[config.mk]
export PLATFORM = sky130hd
export DESIGN_NAME = floppy_head_seek_control
export DESIGN_NICKNAME = d
export VERILOG_FILES = /design/src/rtl/fdc_seek_pkg.sv /design/src/rtl/floppy_head_seek_control.sv
export SDC_FILE = /design/constraint.sdc
export NUM_CORES = 1
export LEC_CHECK = 0
export ABC_CLOCK_PERIOD_IN_PS = 7600
export BUFFER_PORTS_ARGS = -buffer_cell sky130_fd_sc_hd__buf_2
export CORE_ASPECT_RATIO = 0.75
export CORE_UTILIZATION = 60
export DETAILED_ROUTE_END_ITERATION = 10
export HOLD_SLACK_MARGIN = 0.15
export PLACE_DENSITY = 0.85
export SLEW_MARGIN = 25
export SYNTH_ARGS = -nofsm -noshare
export SYNTH_HDL_FRONTEND = slang
export SYNTH_SLANG_ARGS = --single-unit
[constraint.sdc]
create_clock -name i_clk -period 7.6 [get_ports i_clk]
set_input_delay 1.52 -clock i_clk [delete_from_list [all_inputs] [get_ports i_clk]]
set_output_delay 1.52 -clock i_clk [all_outputs]
set_load 0.005 [all_outputs]
[src/rtl/fdc_seek_pkg.sv]
// constants and types for the floppy head seek control block
package fdc_seek_pkg;

  // clock and time base
  localparam int CLK_NS = 8;
  localparam int MS_NS = 1000000;
  localparam int UNIT_CYC = MS_NS / CLK_NS; // one step-time unit at 500 kbps
  localparam int STEP_W_NS = 4000;
  localparam logic [9:0] STEP_W_CYC = 10'((STEP_W_NS + CLK_NS - 1) / CLK_NS);

  // register offsets
  localparam logic [7:0] REG_CMD = 8'h00;
  localparam logic [7:0] REG_STATUS = 8'h01;
  localparam logic [7:0] REG_SPECIFY = 8'h02;
  localparam logic [7:0] REG_HLT = 8'h03;
  localparam logic [7:0] REG_TARGET = 8'h04;
  localparam logic [7:0] REG_RATE = 8'h05;
  localparam logic [7:0] REG_RESULT0 = 8'h06;
  localparam logic [7:0] REG_RESULT1 = 8'h07;

  // command opcodes in bits 7:4 of a command write, drive in bits 1:0
  localparam logic [3:0] OP_RECAL = 4'h1;
  localparam logic [3:0] OP_SEEK = 4'h2;
  localparam logic [3:0] OP_SENSE_INT = 4'h3;
  localparam logic [3:0] OP_SENSE_DRV = 4'h4;
  localparam logic [3:0] OP_XFER_START = 4'h5;
  localparam logic [3:0] OP_XFER_END = 4'h6;
  localparam logic [3:0] OP_WAKE = 4'h7;

  // field positions
  localparam int OP_MSB = 7;
  localparam int OP_LSB = 4;
  localparam int SPEC_SRT_MSB = 7;
  localparam int SPEC_SRT_LSB = 4;
  localparam int SPEC_HUT_MSB = 3;
  localparam int SPEC_HUT_LSB = 0;
  localparam int HLT_MSB = 7;
  localparam int HLT_LSB = 1;

  // reset values
  localparam logic [7:0] SPEC_RST = 8'h00;
  localparam logic [6:0] HLT_RST = 7'h00;
  localparam logic [1:0] RATE_RST = 2'h0;

  // timing figures in step-time units at 500 kbps, and the recalibrate step limit
  localparam logic [8:0] SRT_BASE = 9'h010;
  localparam logic [8:0] HUT_UNIT = 9'h010;
  localparam logic [8:0] HUT_ZERO = 9'h100;
  localparam logic [8:0] HLT_UNIT = 9'h002;
  localparam logic [8:0] HLT_ZERO = 9'h100;
  localparam logic [6:0] RECAL_MAX_STEPS = 7'd79;

  // data rate codes
  localparam logic [1:0] RATE_500K = 2'h0;
  localparam logic [1:0] RATE_300K = 2'h1;
  localparam logic [1:0] RATE_250K = 2'h2;
  localparam logic [1:0] RATE_1M = 2'h3;

  // interrupt cause codes
  localparam logic [1:0] IC_NORMAL = 2'h0;
  localparam logic [1:0] IC_ABNORMAL = 2'h1;
  localparam logic [1:0] IC_INVALID = 2'h2;
  localparam logic [1:0] IC_POLL = 2'h3;

  typedef struct packed {
    logic [1:0] interrupt_cause_code;
    logic seek_end_flag;
    logic equipment_check_flag;
    logic not_ready;
    logic head;
    logic [1:0] drive;
  } status_reg_zero_s;

  typedef struct packed {
    logic [7:0] addr;
    logic [7:0] wdata;
    logic wr;
    logic rd;
  } reg_req_s;

  typedef enum logic [1:0] {DRV_IDLE, DRV_RECAL, DRV_SEEK} drv_state_e;
  typedef enum logic [1:0] {HD_UNLOADED, HD_LOADING, HD_XFER, HD_UNLOADING} head_state_e;

endpackage

[src/rtl/floppy_head_seek_control.sv]
// head positioning, interrupt sense and head timing for a four drive floppy controller
`timescale 1ns/1ps
`default_nettype none

// Notes on behaviour
// - recalibrate zeroes cylinder then watches track zero
// - recalibrate steps outward while track zero low
// - track zero high ends recalibrate, seek end
// - 79 steps without track zero: equipment check
// - recalibrate busy only in command phase
// - seek direction from cylinder compare, then step
// - steps spaced by step time, stop on match
// - seek busy only in command phase
// - head bit of status zero reads zero
// - leaving low power clears cylinders and status
// - interrupt on transfer result phase entry
// - interrupt when seek or recalibrate ends
// - sense interrupt clears and reports cause
// - seek end 0 polling, code 01 abnormal
// - drive stays busy until sense interrupt
// - sense drive status returns status three directly
// - unload and load times around transfers
// - first step gap may be shorter
// - unload code times 16, step 16 minus code
// - load 2 per count, all scale with rate
// - only dma mode, no-dma bit forced zero
// - equipment check sits in status zero bit 4
module floppy_head_seek_control #(
  parameter int UNIT_CYCLES = fdc_seek_pkg::UNIT_CYC
) (
  input wire logic i_clk,
  input wire logic i_rst_n,
  input wire fdc_seek_pkg::reg_req_s i_req,
  output logic [7:0] o_rdata,
  input wire logic [3:0] i_track_zero_n,
  output logic [3:0] o_step,
  output logic [3:0] o_dir,
  output logic o_head_load,
  output logic o_xfer_go,
  output logic o_int
);
  import fdc_seek_pkg::*;

  // scaled tick period for the selected data rate
  function automatic logic [23:0] tick_period(input logic [1:0] rate);
    logic [23:0] base;
    base = 24'(UNIT_CYCLES);
    case (rate)
      RATE_300K: tick_period = 24'((UNIT_CYCLES * 5) / 3);
      RATE_250K: tick_period = 24'(base << 1);
      RATE_1M: tick_period = 24'(base >> 1);
      default: tick_period = base;
    endcase
  endfunction

  // converts a zero-means-maximum code to units
  function automatic logic [8:0] code_time(input logic [6:0] code, input logic [8:0] unit, input logic [8:0] zero);
    logic [15:0] prod;
    prod = 16'(code) * 16'(unit);
    code_time = (code == 7'h00) ? zero : prod[8:0];
  endfunction

  logic [7:0] spec_q;
  logic [6:0] hlt_q;
  logic [7:0] target_in_q;
  logic [1:0] rate_q;
  logic [3:0] trk_m_q;
  logic [3:0] trk_s_q;
  logic [23:0] tick_cnt_q;
  logic tick_q;
  drv_state_e state_q [4];
  logic [7:0] pcn_q [4];
  logic [7:0] tgt_q [4];
  logic [6:0] steps_q [4];
  logic [8:0] ivl_q [4];
  logic [9:0] pw_q [4];
  status_reg_zero_s st0_q [4];
  logic [3:0] pending_q;
  logic [3:0] step_q;
  logic [3:0] dir_q;
  head_state_e head_q;
  logic [8:0] hd_tmr_q;
  logic [1:0] hd_drive_q;
  logic xfer_int_q;
  logic poll_q;
  logic cmd_busy_q;
  logic [7:0] result0_q;
  logic [7:0] result1_q;
  logic [7:0] rdata_q;
  logic int_q;
  logic head_load_q;
  logic xfer_go_q;

  logic cmd_wr;
  logic [3:0] op;
  logic [1:0] cmd_drv;
  logic cmd_sense;
  logic any_pending;
  logic [1:0] sel_drv;
  logic [8:0] srt_units;
  logic [3:0] drv_busy;

  // command decode from a write to the command register
  assign cmd_wr = i_req.wr && (i_req.addr == REG_CMD);
  assign op = i_req.wdata[OP_MSB:OP_LSB];
  assign cmd_drv = i_req.wdata[1:0];
  assign cmd_sense = cmd_wr && (op == OP_SENSE_INT);
  assign any_pending = |pending_q;
  assign srt_units = SRT_BASE - 9'(spec_q[SPEC_SRT_MSB:SPEC_SRT_LSB]);

  // lowest numbered drive with an interrupt waiting
  always_comb
  begin
    sel_drv = 2'h0;
    for (int d = 3; d >= 0; d--)
    begin
      if (pending_q[d])
      begin
        sel_drv = 2'(d);
      end
    end
  end

  // a drive reads busy while positioning or until sensed
  always_comb
  begin
    for (int d = 0; d < 4; d++)
    begin
      drv_busy[d] = (state_q[d] != DRV_IDLE) || pending_q[d];
    end
  end

  // software written configuration
  always_ff @(posedge i_clk or negedge i_rst_n)
  begin
    if (!i_rst_n)
    begin
      spec_q <= SPEC_RST;
      hlt_q <= HLT_RST;
      target_in_q <= 8'h00;
      rate_q <= RATE_RST;
    end
    else if (i_req.wr)
    begin
      if (i_req.addr == REG_SPECIFY)
      begin
        spec_q <= i_req.wdata;
      end
      else if (i_req.addr == REG_HLT)
      begin
        hlt_q <= i_req.wdata[HLT_MSB:HLT_LSB]; // no-dma bit is dropped
      end
      else if (i_req.addr == REG_TARGET)
      begin
        target_in_q <= i_req.wdata;
      end
      else if (i_req.addr == REG_RATE)
      begin
        rate_q <= i_req.wdata[1:0];
      end
    end
  end

  // two-stage synchroniser for track zero pins
  always_ff @(posedge i_clk or negedge i_rst_n)
  begin
    if (!i_rst_n)
    begin
      trk_m_q <= 4'hf;
      trk_s_q <= 4'hf;
    end
    else
    begin
      trk_m_q <= i_track_zero_n;
      trk_s_q <= trk_m_q;
    end
  end

  // time unit tick, its period scales with data rate
  always_ff @(posedge i_clk or negedge i_rst_n)
  begin
    if (!i_rst_n)
    begin
      tick_cnt_q <= 24'h000000;
      tick_q <= 1'b0;
    end
    else if (tick_cnt_q >= tick_period(rate_q) - 24'h000001)
    begin
      tick_cnt_q <= 24'h000000;
      tick_q <= 1'b1;
    end
    else
    begin
      tick_cnt_q <= tick_cnt_q + 24'h000001;
      tick_q <= 1'b0;
    end
  end

  // per drive positioning engines, run in parallel
  always_ff @(posedge i_clk or negedge i_rst_n)
  begin
    if (!i_rst_n)
    begin
      for (int d = 0; d < 4; d++)
      begin
        state_q[d] <= DRV_IDLE;
        pcn_q[d] <= 8'h00;
        tgt_q[d] <= 8'h00;
        steps_q[d] <= 7'h00;
        ivl_q[d] <= 9'h000;
        pw_q[d] <= 10'h000;
        st0_q[d] <= '0;
      end
      pending_q <= 4'h0;
      step_q <= 4'h0;
      dir_q <= 4'h0;
    end
    else
    begin
      for (int d = 0; d < 4; d++)
      begin
        // pulse width and interval countdown
        if (pw_q[d] != 10'h000)
        begin
          pw_q[d] <= pw_q[d] - 10'h001;
          if (pw_q[d] == 10'h001)
          begin
            step_q[d] <= 1'b0;
          end
        end
        if (tick_q && ivl_q[d] != 9'h000)
        begin
          ivl_q[d] <= ivl_q[d] - 9'h001;
        end
        // clears first so a same-cycle completion wins
        if (cmd_sense && any_pending && sel_drv == 2'(d))
        begin
          pending_q[d] <= 1'b0;
        end
        if (cmd_wr && op == OP_WAKE)
        begin
          pcn_q[d] <= 8'h00;
          st0_q[d] <= '0;
          pending_q[d] <= 1'b0;
        end
        if (cmd_wr && cmd_drv == 2'(d) && op == OP_RECAL)
        begin
          state_q[d] <= DRV_RECAL;
          pcn_q[d] <= 8'h00;
          steps_q[d] <= 7'h00;
          ivl_q[d] <= 9'h000; // first gap short
          dir_q[d] <= 1'b0;
        end
        else if (cmd_wr && cmd_drv == 2'(d) && op == OP_SEEK)
        begin
          state_q[d] <= DRV_SEEK;
          tgt_q[d] <= target_in_q;
          ivl_q[d] <= 9'h000;
        end
        else if (ivl_q[d] == 9'h000 && pw_q[d] == 10'h000)
        begin
          case (state_q[d])
            DRV_RECAL:
            begin
              if (trk_s_q[d])
              begin
                state_q[d] <= DRV_IDLE;
                pending_q[d] <= 1'b1;
                st0_q[d] <= {IC_NORMAL, 1'b1, 1'b0, 1'b0, 1'b0, 2'(d)};
              end
              else if (steps_q[d] == RECAL_MAX_STEPS)
              begin
                state_q[d] <= DRV_IDLE;
                pending_q[d] <= 1'b1;
                st0_q[d] <= {IC_ABNORMAL, 1'b1, 1'b1, 1'b0, 1'b0, 2'(d)};
              end
              else
              begin
                dir_q[d] <= 1'b0;
                step_q[d] <= 1'b1;
                pw_q[d] <= STEP_W_CYC;
                steps_q[d] <= steps_q[d] + 7'h01;
                ivl_q[d] <= srt_units;
              end
            end
            DRV_SEEK:
            begin
              if (pcn_q[d] == tgt_q[d])
              begin
                state_q[d] <= DRV_IDLE;
                pending_q[d] <= 1'b1;
                st0_q[d] <= {IC_NORMAL, 1'b1, 1'b0, 1'b0, 1'b0, 2'(d)};
              end
              else
              begin
                dir_q[d] <= (pcn_q[d] < tgt_q[d]);
                step_q[d] <= 1'b1;
                pw_q[d] <= STEP_W_CYC;
                ivl_q[d] <= srt_units;
                if (pcn_q[d] < tgt_q[d])
                begin
                  pcn_q[d] <= pcn_q[d] + 8'h01;
                end
                else
                begin
                  pcn_q[d] <= pcn_q[d] - 8'h01;
                end
              end
            end
            default:
            begin
              state_q[d] <= DRV_IDLE;
            end
          endcase
        end
      end
    end
  end

  // head load, transfer and unload timing
  always_ff @(posedge i_clk or negedge i_rst_n)
  begin
    if (!i_rst_n)
    begin
      head_q <= HD_UNLOADED;
      hd_tmr_q <= 9'h000;
      hd_drive_q <= 2'h0;
    end
    else
    begin
      if (tick_q && hd_tmr_q != 9'h000)
      begin
        hd_tmr_q <= hd_tmr_q - 9'h001;
      end
      case (head_q)
        HD_UNLOADED:
        begin
          if (cmd_wr && op == OP_XFER_START)
          begin
            head_q <= HD_LOADING;
            hd_drive_q <= cmd_drv;
            hd_tmr_q <= code_time(hlt_q, HLT_UNIT, HLT_ZERO);
          end
        end
        HD_LOADING:
        begin
          if (hd_tmr_q == 9'h000)
          begin
            head_q <= HD_XFER;
          end
        end
        HD_XFER:
        begin
          if (cmd_wr && op == OP_XFER_END)
          begin
            head_q <= HD_UNLOADING;
            hd_tmr_q <= code_time(7'(spec_q[SPEC_HUT_MSB:SPEC_HUT_LSB]), HUT_UNIT, HUT_ZERO);
          end
        end
        default:
        begin
          if (cmd_wr && op == OP_XFER_START)
          begin
            head_q <= HD_XFER; // head still loaded, no load delay
            hd_drive_q <= cmd_drv;
          end
          else if (hd_tmr_q == 9'h000)
          begin
            head_q <= HD_UNLOADED;
          end
        end
      endcase
    end
  end

  // transfer and polling interrupt sources
  always_ff @(posedge i_clk or negedge i_rst_n)
  begin
    if (!i_rst_n)
    begin
      xfer_int_q <= 1'b0;
      poll_q <= 1'b1;
    end
    else
    begin
      if (cmd_sense && !any_pending)
      begin
        xfer_int_q <= 1'b0;
        if (!xfer_int_q)
        begin
          poll_q <= 1'b0;
        end
      end
      if (cmd_wr && op == OP_XFER_END && head_q == HD_XFER)
      begin
        xfer_int_q <= 1'b1;
      end
      if (cmd_wr && op == OP_WAKE)
      begin
        poll_q <= 1'b0;
      end
    end
  end

  // result bytes of sense commands
  always_ff @(posedge i_clk or negedge i_rst_n)
  begin
    if (!i_rst_n)
    begin
      result0_q <= 8'h00;
      result1_q <= 8'h00;
    end
    else if (cmd_sense)
    begin
      if (any_pending)
      begin
        result0_q <= st0_q[sel_drv];
        result1_q <= pcn_q[sel_drv];
      end
      else if (xfer_int_q)
      begin
        result0_q <= {IC_NORMAL, 4'h0, hd_drive_q};
        result1_q <= pcn_q[hd_drive_q];
      end
      else if (poll_q)
      begin
        result0_q <= {IC_POLL, 6'h00}; // seek end clear
        result1_q <= 8'h00;
      end
      else
      begin
        result0_q <= {IC_INVALID, 6'h00};
        result1_q <= 8'h00;
      end
    end
    else if (cmd_wr && op == OP_SENSE_DRV)
    begin
      result0_q <= {3'h1, trk_s_q[cmd_drv], 2'h0, cmd_drv};
      result1_q <= pcn_q[cmd_drv];
    end
    else if (cmd_wr && op == OP_WAKE)
    begin
      result0_q <= 8'h00;
      result1_q <= 8'h00;
    end
  end

  // busy only for the command cycle itself
  always_ff @(posedge i_clk or negedge i_rst_n)
  begin
    if (!i_rst_n)
    begin
      cmd_busy_q <= 1'b0;
    end
    else
    begin
      cmd_busy_q <= cmd_wr;
    end
  end

  // register read port, data one cycle after the strobe
  always_ff @(posedge i_clk or negedge i_rst_n)
  begin
    if (!i_rst_n)
    begin
      rdata_q <= 8'h00;
    end
    else if (i_req.rd)
    begin
      if (i_req.addr == REG_STATUS)
      begin
        rdata_q <= {int_q, head_load_q, xfer_go_q, cmd_busy_q, drv_busy};
      end
      else if (i_req.addr == REG_SPECIFY)
      begin
        rdata_q <= spec_q;
      end
      else if (i_req.addr == REG_HLT)
      begin
        rdata_q <= {hlt_q, 1'b0}; // dma mode always
      end
      else if (i_req.addr == REG_TARGET)
      begin
        rdata_q <= target_in_q;
      end
      else if (i_req.addr == REG_RATE)
      begin
        rdata_q <= {6'h00, rate_q};
      end
      else if (i_req.addr == REG_RESULT0)
      begin
        rdata_q <= result0_q;
      end
      else if (i_req.addr == REG_RESULT1)
      begin
        rdata_q <= result1_q;
      end
      else
      begin
        rdata_q <= 8'h00;
      end
    end
    else
    begin
      rdata_q <= 8'h00;
    end
  end

  // registered pin and interrupt outputs
  always_ff @(posedge i_clk or negedge i_rst_n)
  begin
    if (!i_rst_n)
    begin
      int_q <= 1'b0;
      head_load_q <= 1'b0;
      xfer_go_q <= 1'b0;
    end
    else
    begin
      int_q <= any_pending || xfer_int_q || poll_q;
      head_load_q <= (head_q != HD_UNLOADED);
      xfer_go_q <= (head_q == HD_XFER);
    end
  end

  assign o_rdata = rdata_q;
  assign o_step = step_q;
  assign o_dir = dir_q;
  assign o_head_load = head_load_q;
  assign o_xfer_go = xfer_go_q;
  assign o_int = int_q;

endmodule // floppy_head_seek_control

`default_nettype wire

==> flow_metrics.py, run 1 <==
metrics = {
    "clock_tree": {
        "holdBufCountCts": 0,
        "cts-root-buf": "clkbuf_16",
        "clkTransAtPathRegs_ns": 0.06,
        "insertion_delay_ns": 0.54,
        "cts_setup_buffers": 0,
        "cts_made_buffers": 34,
        "cts_num_sinks": 321,
        "tritoncts": "done",
        "clockBufferDepth": 3,
        "ctsResizeCount": 0,
        "htreeDepth": 2,
    },
    "routing": {
        "drt-pass1-iter-count": 9,
        "drt_iter0_markers": 1914,
        "drc": 0,
        "wirelength_um": 50200,
        "ant_nets": 0,
        "post_drt_wl_per_cell_um": 21.0,
        "via_count": 15400,
        "via_per_inst": 6.44,
    },
    "setup_path": {
        "critPathKind": "in2reg",
        "crit_path_end_kind": "flop",
        "crit_path_start_kind": "input pin",
        "arrival_ns": 4.50,
        "cp-startpoint": "i_req[8]",
        "cp_max_fo": 12,
        "reg2reg_from": "pcn_q[25]",
        "crit_slowest_cell": "nor4_1",
        "critPathMaxStageDelay_ns": 0.90,
        "worstPathCellList": "buf_2 > nor4_1 > o211ai_1 > nor2_1 > and3b_1 > o21ai_0 > buf_4 > o22ai_1",
        "r2r_slack_ns": 3.63,
        "worstPathRequired_ns": 7.98,
    },
    "power": {
        "power_density_nw_per_um2": 198,
        "peakVddDrop_uv": 166,
        "p_leak_nw": 9.09,
    },
    "final_layout": {
        "final.fill_count": 2288,
        "layout-drive-gt1-share_pct": 10.5,
        "final_common_cell": "dfrtp_1",
        "fin_nets": 2105,
        "mostFrequentLayoutCells": "312 x dfrtp_1, 191 x nor2_1, 185 x nand2_1",
        "syn2layout_area_growth_pct": 9.32,
    },
    "timing": {
        "fmax_ghz": 0.242,
        "slew_viol_final": 0,
        "worst_slew_margin_rel_pct": 29.2,
        "post-route-min-period_ns": 4.12,
        "hold_viol": 0,
        "tightest_slew_ns": 1.06,
        "setup_viol": 0,
        "grt_setup_unrepaired": "false",
        "fin_skew_ns": 0.0185,
        "period_share_pct": 54.3,
        "holdWs_ns": 0.355,
        "tns_ns": 0,
    },
    "floorplan": {
        "start_util_pct": 61.1,
        "die_w_um": 204,
        "core_um2": 30100,
        "rows": 55,
        "die_area_um2": 31400,
        "die_h_um": 154,
        "ioPinCount": 43,
    },
    "synth": {
        "yosys_warnings": 0,
        "ys_top_cells_by_area": "dfrtp_1 42%, ha_1 7.7%, nor2_1 4.0%, nand2_1 3.8%, mux2_2 3.1%",
        "syn_area_um2": 18400,
        "synth_edf_count": 0,
        "synth-seq-cells": 321,
        "synth_top_area_share_pct": 42.4,
        "seq_area_frac_synth_pct": 43.7,
        "synth_cell_type_count": 64,
        "synth_top_flop_cell": "dfrtp_1",
        "syn_avg_cell_area_um2": 9.52,
        "syn_inst": 1933,
        "yosysTopAreaCell": "dfrtp_1",
        "async_reset_ff_share_pct": 100,
    },
    "flow_run": {
        "drv_cap": 0,
    },
    "grt": {
        "grtUsageTotal_pct": 32.7,
        "grt_pass1_wl_um": 80400,
        "overflow": 0,
        "grt_max_degree": 176,
        "grt_pass1_vias": 14800,
        "antenna_found_initial": 1,
    },
    "run_status": {
        "status": "finished clean",
    },
    "placement": {
        "dpl.hpwl_um": 36000,
        "port_buffers": 42,
        "gp_congestion": 1.01,
    },
    "hold_path": {
        "hold_class": "reg2reg",
        "hp-start": "trk_m_q[0]",
    },
}
[routing by layer]
metal / share of wire (%) / routed length (um) / vias up / track usage, %
met2: 42 / 21300 / 862 / 47.3
met1: 42 / 20900 / 7467 / 46.1
met5: 0.044 / 22 / - / 0
li1: - / - / 6931 / -
met4: 2.9 / 1440 / 4 / 9.77
met3: 13 / 6500 / 133 / 11.5
[per-stage QoR]
stage / cells / area, um^2 / worst slack [ns] / util, % / total power, W
floorplan: 1937 / 18400 / 3.92 / - / 0.00217
global placement: 2326 / 19000 / 3.21 / 63.0 / 0.00229
detailed placement: 2326 / 19000 / 3.14 / 63.0 / 0.00232
CTS: 2388 / 20100 / 3.68 / 66.7 / 0.00400
global route: 2388 / 20100 / 3.38 / 66.7 / 0.00414
finish: 2389 / 20100 / 3.48 / 66.8 / 0.00398
[synth_stat cells, types with 6 or more instances]
library cell and count:
a211oi_1 9, a21boi_0 8, a21o_1 22, a21oi_1 94, a22oi_1 32, a31oi_1 8
and2_1 29, and3_1 36, and4_1 6, clkbuf_1 52, dfrtp_1 312, dfstp_2 9
ha_1 114, inv_1 109, mux2_2 51, mux2i_1 9, mux4_2 19, nand2_1 185
nand2b_1 24, nand3_1 60, nand4_1 24, nor2_1 196, nor2b_1 25, nor3_1 42
nor3b_1 8, nor4_1 27, o211ai_1 25, o21ai_0 95, o221ai_1 12, o22a_1 11
o22ai_1 44, o41ai_1 9, or2_2 7, or3_1 28, or4_1 14, xnor2_1 62
xor2_1 53
[critical path: cells and delay by family]
kind,cells,cell delay [ns]
and+or+nand+nor,3,1.82
buffers and inverters,2,0.37
AOI/OAI and AO/OA,3,0.78
[state kept, by name, summed over array words and instances, names as in the netlist, 7 cells and up]
name	cells
hlt_q	7
pw_q	40
hd_tmr_q	9
result0_q	8
steps_q	28
ivl_q	36
st0_q	32
tick_cnt_q	24
tgt_q	32
spec_q	8
result1_q	8
o_rdata	8
pcn_q	32
target_in_q	8
state_q	8
[final cells by class]
type / count / area (um^2) / share of cell area [%]
Antenna cell: 1 / 2.50 / 0.0124
Clock buffer: 51 / 986 / 4.90
Clock inverter: 11 / 135 / 0.672
Inverter: 109 / 409 / 2.03
Multi-Input combinational cell: 1444 / 9730 / 48.4
Sequential cell: 321 / 8040 / 40.0
Tap cell: 399 / 499 / 2.48
Timing Repair Buffer: 53 / 315 / 1.57
[kinds of logic (layout without fill, tap and decap cells)]
logic type      Yosys count  in the layout  synth area share, %
simple gates            730            730                 19.5
compound gates          396            396                 13.5
flops                   321            321                 43.7
buf+inv                 172            224                 3.58
fa+ha+maj               118            118                 8.18
xor+xnor                115            115                 5.47
mux                      79             79                 5.93
other cells               2              7               0.0408
[worst paths after layout]
kind | end | depth (start not counted)
worst max-delay path | ivl_q[12] | 8
worst min-delay path | trk_s_q[0] | 0
worst max register to register | pcn_q[31] | 13
worst min register to register | trk_s_q[0] | 0
max in group asynchronous | st0_q[6] | 2
min in group asynchronous | tick_cnt_q[3] | 1
[power breakdown]
group          internal [W]  total, W  switching, W  leakage, nW
registers           0.00181   0.00192      0.000111         4.08
clock network      0.000974   0.00168      0.000702        0.538
logic              0.000164  0.000387      0.000222         4.47
No activity file was read; power rests on OpenSTA's default activity.
==> inputs of run 2 (changes only) <==
Settings changed: ABC_CLOCK_PERIOD_IN_PS 7600 to 3600, CORE_UTILIZATION 60 to 57.
Clock period 7.6 ns to 3.6 ns, I/O delays scaled along.
==> run 2 against run 1 <==
  * Die area up 5.2%
  * Routed wire length is 1.4% higher
  * Setup slack got worse by 3.2 ns
  * Combinational power up 110%
  * Clock skew is 0.019 ns higher
  * Clock power rose by 130%
  * Critical path type is now reg2reg
  * Largest cell class unchanged
==> flow_metrics.py, run 2 (synthesized netlist as in run 1, its figures left out) <==
metrics = {
    "final_layout": {
        "final_common_cell": "dfrtp_1",
        "top_regs": "pw_q x40, ivl_q x36",
        "fin_nets": 2154,
        "top_register": "pw_q",
        "final.fill_count": 2389,
        "regArea_um2": 8040,
        "layout-drive-gt1-share_pct": 12.7,
        "largest_reg_flops": 40,
        "multi_input_area_um2": 9730,
        "mostFrequentLayoutCells": "312 x dfrtp_1, 196 x nor2_1, 185 x nand2_1",
        "final_util_pct": 65.4,
        "syn2layout_area_growth_pct": 12.0,
    },
    "floorplan": {
        "rows": 56,
        "start_util_pct": 58.4,
        "die_w_um": 209,
        "die_area_um2": 33000,
        "core_um2": 31500,
        "die_h_um": 158,
        "ioPinCount": 43,
    },
    "setup_path": {
        "arrival_ns": 3.81,
        "cp_num_buf_inv": 1,
        "crit_path_start_kind": "flop",
        "crit_slowest_cell": "dfrtp_1",
        "path_delay_family": "compound AO/OA/AOI/OAI gates",
        "worstPathCellList": "ha_1 > nor2b_1 > o211ai_1 > a21oi_1 > a211oi_1 > inv_1 > ha_1 > a21oi_1 > o211ai_1 > o41ai_1 > xnor2_1 > or3_1 > o21ai_0",
        "worstPathRequired_ns": 4.05,
        "cp_max_fo": 6,
        "crit_path_end_kind": "flop",
        "critPathMaxStageDelay_ns": 0.47,
        "critPathKind": "reg2reg",
    },
    "clock_tree": {
        "clkTransAtPathRegs_ns": 0.06,
        "insertion_delay_ns": 0.56,
        "clockBufferDepth": 3,
        "cts-root-buf": "clkbuf_16",
        "cts_setup_buffers": 0,
        "tritoncts": "done",
        "cts_num_sinks": 321,
        "htreeDepth": 2,
        "cts_made_buffers": 34,
    },
    "grt": {
        "overflow": 0,
        "grt_pass1_wl_um": 80000,
        "grtUsageTotal_pct": 31.3,
        "grt_max_degree": 87,
        "antenna_found_initial": 2,
        "grt_pass1_vias": 14600,
    },
    "timing": {
        "holdWs_ns": 0.137,
        "tns_ns": 0,
        "fmax_ghz": 0.298,
        "setup_viol": 0,
        "grt_setup_unrepaired": "false",
        "worst_slew_margin_rel_pct": 40.4,
        "tightest_slew_ns": 0.886,
        "finalWorstSetupSlack_ns": 0.241,
        "slew_viol_final": 0,
        "post-route-min-period_ns": 3.36,
        "fin_skew_ns": 0.0373,
        "period_share_pct": 93.3,
        "hold_viol": 0,
    },
    "routing": {
        "drt_iter0_markers": 1880,
        "ant_nets": 0,
        "drc": 0,
        "via_count": 15400,
        "drt-pass1-iter-count": 7,
        "wirelength_um": 50900,
        "post_drt_wl_per_cell_um": 20.8,
        "via_per_inst": 6.32,
    },
    "power": {
        "p_int_w": 0.00646,
        "p_leak_nw": 9.41,
        "peakVddDrop_uv": 423,
        "comb_power_share_pct": 9.4,
        "switching_power_w": 0.00222,
        "power_density_nw_per_um2": 421,
        "pwr-share-seq_pct": 46.6,
        "p_clk_share_pct": 44.0,
        "swShare_pct": 25.6,
    },
    "hold_path": {
        "hold_class": "in2async",
    },
    "placement": {
        "place_ws_ns": 0.261,
        "gp_congestion": 0.964,
        "port_buffers": 42,
        "dpl.hpwl_um": 37000,
    },
    "flow_run": {
        "drv_cap": 0,
    },
    "run_status": {
        "status": "finished clean",
    },
}
==> run 2: power groups by stage <==
stage | combinational, W | clock [W] | sequential [W]
after global placement | 0.000756 | 0 | 0.00408
after detailed placement | 0.000805 | 0 | 0.00410
after CTS | 0.000817 | 0.00387 | 0.00404
after global routing | 0.000929 | 0.00401 | 0.00407
after floorplan | 0.000567 | 0 | 0.00402
final | 0.000820 | 0.00382 | 0.00405
==> run 2: worst paths after layout <==
check	cells past startpoint	slack, ns	from	end
max reg2reg	13	0.24	pcn_q[1]	pcn_q[7]
max in group asynchronous	2	2.51	i_rst_n	trk_s_q[3]
max	13	0.24	pcn_q[1]	pcn_q[7]
min	1	0.14	i_rst_n	tick_cnt_q[14]
min in group i_clk	1	0.28	i_track_zero_n[0]	trk_m_q[0]
min reg2reg	0	0.35	trk_m_q[0]	trk_s_q[0]
==> run 2: layer usage <==
layer | vias to the layer above | GRT usage (%) | wire [um]
li1 | 7030 | - | -
met3 | 142 | 9.88 | 5970
met2 | 810 | 45.3 | 21400
met5 | - | 1.05 | 73
met4 | 6 | 11.5 | 1800
met1 | 7446 | 44.1 | 21700
==> run 2: area by class of cell <==
type                            instances  share of cell area [%]
Antenna cell                            1                  0.0121
Clock buffer                           44                    4.56
Clock inverter                         17                    1.28
Inverter                              109                    1.99
Multi-Input combinational cell       1444                    47.2
Sequential cell                       321                    39.0
Tap cell                              406                    2.47
Timing Repair Buffer                  102                    3.44
==> run 2: through the flow <==
step,std cells,area [um^2],power [W]
CTS,2443,20600,0.00872
detailed placement,2382,19400,0.00490
global placement,2382,19400,0.00484
finish,2444,20600,0.00869
global route,2443,20600,0.00901
floorplan,1937,18400,0.00459
==> run 2: repair_timing <==
action,CTS,global route
hold buffers,0,0
gates resized for setup,0,3
setup endpoints to repair,0,3
==> run 2: worst reg2reg max path, delay by kind of cell, from the launching register on <==
kind,cells,cell delay (ns)
xor+xnor,1,0.13
buf+inv,1,0.20
flops,1,0.47
fa+ha+maj,2,0.65
compound gates,7,1.37
simple gates,2,0.44
